`config.mk`:
```
export PLATFORM = sky130hd
export DESIGN_NAME = hts_regs
export DESIGN_NICKNAME = d
export VERILOG_FILES = /design/src/rtl/hts_pkg.sv /design/src/rtl/hts_bank.sv /design/src/rtl/hts_regs.sv
export SDC_FILE = /design/constraint.sdc
export NUM_CORES = 1
export LEC_CHECK = 0
export CORE_ASPECT_RATIO = 1.2
export CORE_UTILIZATION = 56
export CTS_CLUSTER_SIZE = 28
export DETAILED_ROUTE_END_ITERATION = 10
export DONT_BUFFER_PORTS = 1
export PLACE_DENSITY = 0.77
export SYNTH_ARGS = -nofsm -noshare
export SYNTH_HDL_FRONTEND = slang
export SYNTH_SLANG_ARGS = --single-unit
```
`constraint.sdc`:
```
create_clock -name sys_clk -period 1.6 [get_ports sys_clk]
set_clock_uncertainty 0.1 [all_clocks]
set_input_delay 0.32 -clock sys_clk [delete_from_list [all_inputs] [get_ports sys_clk]]
set_output_delay 0.32 -clock sys_clk [all_outputs]
set_load 0.01 [all_outputs]
```
`src/rtl/hts_pkg.sv`:
```
package hts_pkg;

	// Microprocessor port geometry
	localparam int HTS_ADDR_W = 5;
	localparam int HTS_PAGE_W = 8;
	localparam int HTS_DATA_W = 8;
	localparam int HTS_NUM_CTL = 2;

	// Register pages of the two controllers
	localparam logic [HTS_PAGE_W-1:0] HTS_PAGE_CTL0 = 8'h0B;
	localparam logic [HTS_PAGE_W-1:0] HTS_PAGE_CTL1 = 8'h0C;

	// Register offsets within a page
	localparam logic [HTS_ADDR_W-1:0] HTS_OFS_TEST_STATUS = 5'h1C;
	localparam logic [HTS_ADDR_W-1:0] HTS_OFS_LEVEL_SEL = 5'h1D;

	// Test status bit positions
	localparam int HTS_BIT_RX_CLK = 3;
	localparam int HTS_BIT_TX_CLK = 2;
	localparam int HTS_BIT_CRC_OK = 1;
	localparam int HTS_BIT_ADDR_OK = 0;

	// Level select field positions
	localparam int HTS_RX_SEL_LSB = 4;
	localparam int HTS_TX_SEL_LSB = 0;
	localparam int HTS_SEL_W = 3;

	// Reset values and level constants
	localparam logic [HTS_SEL_W-1:0] HTS_SEL_RESET = 3'h0;
	localparam logic [HTS_SEL_W-1:0] HTS_SEL_112 = 3'h6;
	localparam logic [HTS_DATA_W-1:0] HTS_LEVEL_112 = 8'h70;
	localparam logic [HTS_DATA_W-1:0] HTS_BYTE_ZERO = 8'h00;
	localparam logic [HTS_DATA_W-1:0] HTS_LEVEL_STEP = 8'h10;

	// Full-status level in bytes: sixteen per code step, code 0 gives 16
	function automatic logic [HTS_DATA_W-1:0] hts_level_of(input logic [HTS_SEL_W-1:0] sel);
		logic [HTS_DATA_W-1:0] steps;
		steps = {5'h00, sel} + 8'h01;
		return 8'(steps * HTS_LEVEL_STEP);
	endfunction

endpackage

```
`src/rtl/hts_bank.sv`:
```
`timescale 1ns/100ps
`default_nettype none

module hts_bank
	import hts_pkg::*;
(
	// Clock and reset
	input wire logic sys_clk,
	input wire logic rst,
	// Level register write
	input wire logic wr_en,
	input wire logic [HTS_DATA_W-1:0] wr_data,
	// Controller state
	input wire logic rx_bit_clk,
	input wire logic tx_bit_clk,
	input wire logic receiver_enable_ctl,
	input wire logic transmitter_enable_ctl,
	input wire logic crc_match,
	input wire logic addr_match,
	// Register images and levels
	output logic [HTS_DATA_W-1:0] status_byte,
	output logic [HTS_DATA_W-1:0] level_byte,
	output logic [HTS_DATA_W-1:0] rx_full_level,
	output logic [HTS_DATA_W-1:0] tx_full_level
);

	typedef struct packed {
		logic [1:0] rx_sync;
		logic [1:0] tx_sync;
		logic [HTS_DATA_W-1:0] status;
		logic [HTS_SEL_W-1:0] rx_sel;
		logic [HTS_SEL_W-1:0] tx_sel;
		logic [HTS_DATA_W-1:0] rx_lvl;
		logic [HTS_DATA_W-1:0] tx_lvl;
	} hts_bank_type;

	hts_bank_type s_reg;
	hts_bank_type s_next;

	////////////////////////////////////////////////////////////////////////////////

	always_comb
	begin
		s_next = s_reg;
		// Bit clocks are foreign; only the second stage feeds logic
		s_next.rx_sync = {s_reg.rx_sync[0], rx_bit_clk};
		s_next.tx_sync = {s_reg.tx_sync[0], tx_bit_clk};
		s_next.status = HTS_BYTE_ZERO;
		s_next.status[HTS_BIT_RX_CLK] = s_reg.rx_sync[1] & receiver_enable_ctl;
		s_next.status[HTS_BIT_TX_CLK] = s_reg.tx_sync[1] & transmitter_enable_ctl;
		s_next.status[HTS_BIT_CRC_OK] = crc_match;
		s_next.status[HTS_BIT_ADDR_OK] = addr_match;
		if (wr_en)
		begin
			s_next.rx_sel = wr_data[HTS_RX_SEL_LSB +: HTS_SEL_W];
			s_next.tx_sel = wr_data[HTS_TX_SEL_LSB +: HTS_SEL_W];
			s_next.rx_lvl = hts_level_of(wr_data[HTS_RX_SEL_LSB +: HTS_SEL_W]);
			s_next.tx_lvl = hts_level_of(wr_data[HTS_TX_SEL_LSB +: HTS_SEL_W]);
		end
	end

	always_ff @(posedge sys_clk)
	begin
		if (rst)
		begin
			s_reg <= '0;
			s_reg.rx_sel <= HTS_SEL_RESET;
			s_reg.tx_sel <= HTS_SEL_RESET;
			s_reg.rx_lvl <= HTS_LEVEL_STEP;
			s_reg.tx_lvl <= HTS_LEVEL_STEP;
		end
		else
		begin
			s_reg <= s_next;
		end
	end

	assign status_byte = s_reg.status;
	// Unused bits 7 and 3 read as zero
	assign level_byte = {1'b0, s_reg.rx_sel, 1'b0, s_reg.tx_sel};
	assign rx_full_level = s_reg.rx_lvl;
	assign tx_full_level = s_reg.tx_lvl;

	////////////////////////////////////////////////////////////////////////////////

	property p_rx_tap;
		@(posedge sys_clk) disable iff (rst)
		##1 status_byte[HTS_BIT_RX_CLK] == ($past(s_reg.rx_sync[1]) && $past(receiver_enable_ctl));
	endproperty
	a_rx_tap: assert property (p_rx_tap) else $error("rx clock tap wrong");

	property p_tx_tap;
		@(posedge sys_clk) disable iff (rst)
		!transmitter_enable_ctl |=> !status_byte[HTS_BIT_TX_CLK];
	endproperty
	a_tx_tap: assert property (p_tx_tap) else $error("tx clock tap not gated");

	property p_crc;
		@(posedge sys_clk) disable iff (rst)
		crc_match |=> status_byte[HTS_BIT_CRC_OK];
	endproperty
	a_crc: assert property (p_crc) else $error("crc status missed");

	property p_addr;
		@(posedge sys_clk) disable iff (rst)
		!addr_match |=> !status_byte[HTS_BIT_ADDR_OK];
	endproperty
	a_addr: assert property (p_addr) else $error("address status wrong");

	property p_rx_level;
		@(posedge sys_clk) disable iff (rst)
		wr_en |=> rx_full_level == {1'b0, $past(wr_data[6:4]), 4'h0} + HTS_LEVEL_STEP
			&& level_byte[6:4] == $past(wr_data[6:4]);
	endproperty
	a_rx_level: assert property (p_rx_level) else $error("rx level not taken");

	property p_tx_level;
		@(posedge sys_clk) disable iff (rst)
		wr_en |=> tx_full_level == {1'b0, $past(wr_data[2:0]), 4'h0} + HTS_LEVEL_STEP;
	endproperty
	a_tx_level: assert property (p_tx_level) else $error("tx level not taken");

	property p_rx_112;
		@(posedge sys_clk) disable iff (rst)
		level_byte[6:4] == HTS_SEL_112 |-> rx_full_level == HTS_LEVEL_112;
	endproperty
	a_rx_112: assert property (p_rx_112) else $error("rx code 6 not 112");

	property p_reset_levels;
		@(posedge sys_clk)
		rst |=> level_byte == HTS_BYTE_ZERO && rx_full_level == HTS_LEVEL_STEP
			&& tx_full_level == HTS_LEVEL_STEP;
	endproperty
	a_reset_levels: assert property (p_reset_levels) else $error("level reset wrong");

	property p_hold_levels;
		@(posedge sys_clk) disable iff (rst)
		!wr_en |=> $stable(level_byte);
	endproperty
	a_hold_levels: assert property (p_hold_levels) else $error("level changed without write");

endmodule

`default_nettype wire

```
`src/rtl/hts_regs.sv`:
```
`timescale 1ns/100ps
`default_nettype none

// Behaviour
// - status bit 3 shows gated receive clock
// - status bit 2 shows gated transmit clock
// - status bit 1 is receive CRC match
// - status bit 0 is address match
// - bits 6-4 pick receive level, 16-byte steps
// - bits 2-0 pick transmit level, 16-byte steps
module hts_regs
	import hts_pkg::*;
(
	// Clock and reset
	input wire logic sys_clk,
	input wire logic rst,
	// Microprocessor port pins
	input wire logic cs_n,
	input wire logic rd_n,
	input wire logic wr_n,
	input wire logic [HTS_PAGE_W-1:0] page,
	input wire logic [HTS_ADDR_W-1:0] addr,
	input wire logic [HTS_DATA_W-1:0] data_in,
	output logic [HTS_DATA_W-1:0] data_out,
	output logic data_oe,
	// Per-controller state, index 0 is the first page
	input wire logic [HTS_NUM_CTL-1:0] rx_bit_clk,
	input wire logic [HTS_NUM_CTL-1:0] tx_bit_clk,
	input wire logic [HTS_NUM_CTL-1:0] receiver_enable_ctl,
	input wire logic [HTS_NUM_CTL-1:0] transmitter_enable_ctl,
	input wire logic [HTS_NUM_CTL-1:0] crc_match,
	input wire logic [HTS_NUM_CTL-1:0] addr_match,
	// Selected full-status levels in bytes
	output logic [HTS_NUM_CTL-1:0][HTS_DATA_W-1:0] rx_full_level,
	output logic [HTS_NUM_CTL-1:0][HTS_DATA_W-1:0] tx_full_level
);

	typedef struct packed {
		logic [1:0] cs_n_s;
		logic [1:0] rd_n_s;
		logic [1:0] wr_n_s;
		logic wr_n_prev;
		logic [1:0][HTS_PAGE_W-1:0] page_s;
		logic [1:0][HTS_ADDR_W-1:0] addr_s;
		logic [1:0][HTS_DATA_W-1:0] din_s;
		logic [HTS_DATA_W-1:0] dout;
		logic oe;
	} hts_port_type;

	hts_port_type p_reg;
	hts_port_type p_next;

	logic [HTS_NUM_CTL-1:0] bank_wr;
	logic [HTS_NUM_CTL-1:0][HTS_DATA_W-1:0] status_byte;
	logic [HTS_NUM_CTL-1:0][HTS_DATA_W-1:0] level_byte;
	logic wr_fall;

	// Page decode, shared by read and write paths
	function automatic logic [HTS_NUM_CTL-1:0] hts_page_hit(input logic [HTS_PAGE_W-1:0] pg);
		logic [HTS_NUM_CTL-1:0] hit;
		hit = '0;
		hit[0] = (pg == HTS_PAGE_CTL0);
		hit[1] = (pg == HTS_PAGE_CTL1);
		return hit;
	endfunction

	////////////////////////////////////////////////////////////////////////////////

	// Write is taken once, on the falling write strobe; data must be settled by then
	assign wr_fall = p_reg.wr_n_prev & ~p_reg.wr_n_s[1] & ~p_reg.cs_n_s[1];
	assign bank_wr = (wr_fall && p_reg.addr_s[1] == HTS_OFS_LEVEL_SEL)
		? hts_page_hit(p_reg.page_s[1]) : '0;

	generate
		for (genvar i = 0; i < HTS_NUM_CTL; i++)
		begin : g_bank
			hts_bank u_bank (
				.sys_clk(sys_clk),
				.rst(rst),
				.wr_en(bank_wr[i]),
				.wr_data(p_reg.din_s[1]),
				.rx_bit_clk(rx_bit_clk[i]),
				.tx_bit_clk(tx_bit_clk[i]),
				.receiver_enable_ctl(receiver_enable_ctl[i]),
				.transmitter_enable_ctl(transmitter_enable_ctl[i]),
				.crc_match(crc_match[i]),
				.addr_match(addr_match[i]),
				.status_byte(status_byte[i]),
				.level_byte(level_byte[i]),
				.rx_full_level(rx_full_level[i]),
				.tx_full_level(tx_full_level[i])
			);
		end
	endgenerate

	////////////////////////////////////////////////////////////////////////////////

	always_comb
	begin
		logic [HTS_NUM_CTL-1:0] hit;
		hit = hts_page_hit(p_reg.page_s[1]);
		p_next = p_reg;
		p_next.cs_n_s = {p_reg.cs_n_s[0], cs_n};
		p_next.rd_n_s = {p_reg.rd_n_s[0], rd_n};
		p_next.wr_n_s = {p_reg.wr_n_s[0], wr_n};
		p_next.wr_n_prev = p_reg.wr_n_s[1];
		p_next.page_s = {p_reg.page_s[0], page};
		p_next.addr_s = {p_reg.addr_s[0], addr};
		p_next.din_s = {p_reg.din_s[0], data_in};
		p_next.dout = HTS_BYTE_ZERO;
		p_next.oe = 1'b0;
		// Only the two owned addresses drive the bus; others belong elsewhere
		if (!p_reg.cs_n_s[1] && !p_reg.rd_n_s[1] && hit != '0)
		begin
			for (int i = 0; i < HTS_NUM_CTL; i++)
			begin
				if (hit[i])
				begin
					case (p_reg.addr_s[1])
						HTS_OFS_TEST_STATUS:
						begin
							p_next.dout = status_byte[i];
							p_next.oe = 1'b1;
						end
						HTS_OFS_LEVEL_SEL:
						begin
							p_next.dout = level_byte[i];
							p_next.oe = 1'b1;
						end
						default:
						begin
							p_next.dout = HTS_BYTE_ZERO;
						end
					endcase
				end
			end
		end
	end

	always_ff @(posedge sys_clk)
	begin
		if (rst)
		begin
			p_reg <= '0;
			p_reg.cs_n_s <= 2'h3;
			p_reg.rd_n_s <= 2'h3;
			p_reg.wr_n_s <= 2'h3;
			p_reg.wr_n_prev <= 1'b1;
		end
		else
		begin
			p_reg <= p_next;
		end
	end

	assign data_out = p_reg.dout;
	assign data_oe = p_reg.oe;

	////////////////////////////////////////////////////////////////////////////////

	// Status read hands over the image of the edge before
	property p_read_status;
		@(posedge sys_clk) disable iff (rst)
		!p_reg.cs_n_s[1] && !p_reg.rd_n_s[1] && p_reg.page_s[1] == HTS_PAGE_CTL1
			&& p_reg.addr_s[1] == HTS_OFS_TEST_STATUS
			|=> data_oe && data_out == $past(status_byte[1]);
	endproperty
	a_read_status: assert property (p_read_status) else $error("status read wrong");

	property p_read_level;
		@(posedge sys_clk) disable iff (rst)
		!p_reg.cs_n_s[1] && !p_reg.rd_n_s[1] && p_reg.page_s[1] == HTS_PAGE_CTL0
			&& p_reg.addr_s[1] == HTS_OFS_LEVEL_SEL
			|=> data_oe && data_out == $past(level_byte[0]);
	endproperty
	a_read_level: assert property (p_read_level) else $error("level read wrong");

	// No drive without read strobe; idle bus shows zero
	property p_idle_release;
		@(posedge sys_clk) disable iff (rst)
		p_reg.rd_n_s[1] |=> !data_oe && data_out == HTS_BYTE_ZERO;
	endproperty
	a_idle_release: assert property (p_idle_release) else $error("bus driven without read");

	// Pages of neither controller are never driven
	property p_foreign_page;
		@(posedge sys_clk) disable iff (rst)
		hts_page_hit(p_reg.page_s[1]) == '0 |=> !data_oe;
	endproperty
	a_foreign_page: assert property (p_foreign_page) else $error("foreign page driven");

	// Drive only starts after both strobes were seen low
	property p_drive_cause;
		@(posedge sys_clk) disable iff (rst)
		$rose(data_oe) |-> !$past(p_reg.rd_n_s[1]) && !$past(p_reg.cs_n_s[1]);
	endproperty
	a_drive_cause: assert property (p_drive_cause) else $error("drive without strobes");

	// A taken write lands in the addressed controller only
	property p_write_ctl1;
		@(posedge sys_clk) disable iff (rst)
		wr_fall && p_reg.addr_s[1] == HTS_OFS_LEVEL_SEL && p_reg.page_s[1] == HTS_PAGE_CTL1
			|=> level_byte[1][HTS_RX_SEL_LSB +: HTS_SEL_W]
				== $past(p_reg.din_s[1][HTS_RX_SEL_LSB +: HTS_SEL_W])
			&& $stable(level_byte[0]);
	endproperty
	a_write_ctl1: assert property (p_write_ctl1) else $error("controller 1 write wrong");

	property p_write_ctl0;
		@(posedge sys_clk) disable iff (rst)
		wr_fall && p_reg.addr_s[1] == HTS_OFS_LEVEL_SEL && p_reg.page_s[1] == HTS_PAGE_CTL0
			|=> level_byte[0][HTS_TX_SEL_LSB +: HTS_SEL_W]
				== $past(p_reg.din_s[1][HTS_TX_SEL_LSB +: HTS_SEL_W])
			&& $stable(level_byte[1]);
	endproperty
	a_write_ctl0: assert property (p_write_ctl0) else $error("controller 0 write wrong");

	// Status address is read only
	property p_status_ro;
		@(posedge sys_clk) disable iff (rst)
		wr_fall && p_reg.addr_s[1] == HTS_OFS_TEST_STATUS |=> $stable(level_byte);
	endproperty
	a_status_ro: assert property (p_status_ro) else $error("status write took effect");

endmodule

`default_nettype wire

```
==> flow_summary_export.csv <==
group,metric,value,unit
placement,io_buffer_count,0,
worst_setup_path,worst-r2r-setup-slack,-0.07,ns
drt,vias_per_cell,5.19,
global_route,grt_antenna_before_repair,0,
power_and_ir_drop,vdd_drop_max,0.698,mV
placement,gp_routability_congestion,0.787,
placement,dp_slack,-0.0760,ns
global_route,grt_remaining_overflow,0,
layout,mostFrequentLayoutCell,"sky130_fd_sc_hd__dfxtp_1",
logic_synthesis,syn_avg_cell_area,10.2,um2
sta,finalMaxSlewViolations,0,
layout,finalNetCount,420,
worst_setup_path,crit_required,1.75,ns
global_route,grt_start_max_net_pins,56,
placement,hpwlAfterDp,3.65,mm
sta,fin_tns_setup,-0.200,ns
sta,grt_setup_unrepaired,"true",
global_route,gr-usage-all-layers,20.2,%
sta,max_clock_freq,0.599,GHz
global_route,first_pass_grt_wire_length,9.96,mm
worst_setup_path,reg2reg_from,"p_reg[47]",
logic_synthesis,synth.cell_area,3540,um2
floorplanning,die_y,89.1,um
drt,drtPass1Iterations,4,
worst_setup_path,crit_path_launch,"p_reg[47]",
layout,antennaDiodeCount,0,
cts,maximum_clock_insertion_buffer_count,2,
worst_setup_path,worstPathArrival,1.82,ns
logic_synthesis,synth_sequential_area_ratio,54.9,%
floorplanning,initial_core_util,58.5,%
cts,cts_inserted_buffers,9,
logic_synthesis,synth-edff-count,0,
min_path,min-delay-start,"addr[0]",
worst_setup_path,timing.critical_path.cells,"or4b_4 -> nor3_4 -> buf_6 -> mux2i_2 -> nor3b_2",
floorplanning,core_area,6050,um2
power_and_ir_drop,leakage,0.00170,uW
logic_synthesis,synthFlopType,"sky130_fd_sc_hd__dfxtp_1",
power_and_ir_drop,powerDensity,953,nW/um2
logic_synthesis,ys_ff_latch,97,
floorplanning,fp.dieW,74.6,um
floorplanning,num_rows,31,
cts,cts_num_sinks,97,
layout,mostFrequentLayoutCells,"sky130_fd_sc_hd__dfxtp_1, sky130_fd_sc_hd__nor2b_1, sky130_fd_sc_hd__dlygate4sd3_1",
run_status,run_status,"finished with violations",
worst_setup_path,timing.critical_path.from_type,"flip-flop",
cts,ctsHtreeMaxLevel,3,
worst_setup_path,worst_path_max_delay_cell,"sky130_fd_sc_hd__or4b_4",
logic_synthesis,netlist_instances,348,
floorplanning,ios,79,
worst_setup_path,worst-setup-path-type,"reg -> reg",
floorplanning,design.die.area,6640,um2
worst_setup_path,critPathMaxStageDelay,0.57,ns
drt,detailedRoute.firstIterationViolations,126,
cts,clock_tree_from_tritoncts,"built",
layout,postLayoutCellArea,4410,um2
sta,period_share,104,%
layout,fillerInstances,451,
sta,setup_viol_count_final,5,
worst_setup_path,critical_path.endpoint_type,"flip-flop",
drt,routed-via-count,2422,
drt,routed_wl,7.09,mm
logic_synthesis,synthArstFlopShare,0,%
layout,layout-drive-gt1-share,28.1,%
drt,routedWlPerCell,15.2,um
cts,clock_edge_transition_at_the_registers_on_the_reported_setup_and_hold_paths,0.09,ns
layout,area_delta_synth_final,24.6,%
sta,worst_slack,-0.0682,ns
placement,placement_stage_cell_area,3480,um2
drt,drt_drc_violations_left,0,
cts,clock_latency,0.35,ns
min_path,worst_hold_path_type,"in -> reg",
job,drv_cap,0,
layout,number_of_flip_flops_in_the_largest_register,23,
logic_synthesis,synth-warning-count,0,
cts,cts-root-buf,"sky130_fd_sc_hd__clkbuf_8",
drt,drtAntennaViolNets,0,
worst_setup_path,cp_max_fo,4,
global_route,number_of_global_route_vias_before_repair,2224,
sta,finalHoldViolations,0,
run_status,violations_in_the_final_reports,"setup timing",
logic_synthesis,synth.lib_cells_used.distinct,34,
sta,whs,0.00121,ns
sta,fin_crit,1.67,ns
==> through the flow <==
step	util [%]	std cells	total power (uW)
after global placement	57.5	405	2690
final	72.9	467	4200
after detailed placement	57.5	405	2690
after floorplan	-	364	2720
after global routing	72.9	467	4350
after CTS	67.4	460	4180
==> where the power goes <==
| part | internal (uW) | switching (uW) |
|---|---|---|
| sequential | 2480 | 27.5 |
| clock | 652 | 801 |
| combinational | 131 | 111 |
==> cells in the mapped netlist, types with 3 or more instances <==
master,count,area share [%]
sky130_fd_sc_hd__o22ai_1,3,0.53
sky130_fd_sc_hd__dfxtp_1,97,55
sky130_fd_sc_hd__o21ai_0,28,4.0
sky130_fd_sc_hd__mux2i_1,11,3.1
sky130_fd_sc_hd__nand2_1,7,0.74
sky130_fd_sc_hd__buf_2,3,0.42
sky130_fd_sc_hd__clkbuf_1,17,1.8
sky130_fd_sc_hd__a22o_1,3,0.74
sky130_fd_sc_hd__or2_2,7,1.2
sky130_fd_sc_hd__and2_2,3,0.64
sky130_fd_sc_hd__nor2b_1,56,9.9
sky130_fd_sc_hd__nand3_1,20,2.8
sky130_fd_sc_hd__buf_4,40,8.5
sky130_fd_sc_hd__a21oi_1,20,2.8
sky130_fd_sc_hd__nor2_1,9,0.95
==> final timing paths <==
kind         cells after the start     endpoint
max reg2reg                      5  data_out[3]
min reg2reg                      1    p_reg[57]
min                              1   p_next[30]
max                              5  data_out[3]
==> routing by layer <==
metal | vias up | GRT usage [%] | wire length (um)
li1 | 1166 | - | -
met1 | 1164 | 22.3 | 2680
met2 | 79 | 35.4 | 3940
met3 | 13 | 6.65 | 344
met4 | 0 | 8.06 | 129
met5 | - | 0 | 0
==> critical path, delay by kind of cell (launching register included) <==
kind,cells,cell delay [ns]
simple gates,3,0.77
mux,1,0.22
flops,1,0.34
buf+inv,1,0.14
==> cell families (layout without fill, tap and decap cells) <==
family	Yosys count	in the layout	synth area share, %
buf+inv	60	81	10.7
mux	11	11	3.11
flops	97	97	54.9
simple gates	120	120	21.1
xor+xnor	2	2	0.495
fa+ha+maj	2	2	0.707
other cells	1	17	0.106
compound gates	55	55	8.84
==> cell type report <==
| cell class | count | area [um2] | area share, % |
|---|---|---|---|
| clock inverters | 4 | 26.3 | 0.596 |
| repair buffers | 65 | 651 | 14.8 |
| clock buffers | 12 | 155 | 3.52 |
| well taps | 82 | 103 | 2.33 |
| multi-input cells | 207 | 1530 | 34.7 |
| flip-flops and latches | 97 | 1940 | 44.1 |
==> timing repair <==
action,4_1_cts,5_1_grt
hold buffers,39,1
resized for setup,7,91
setup endpoints to repair,7,35
pin swaps,3,32
gates cloned,0,4
hold endpoints to repair,81,1
setup buffers,0,2
Power figures use the tool's default switching activity.
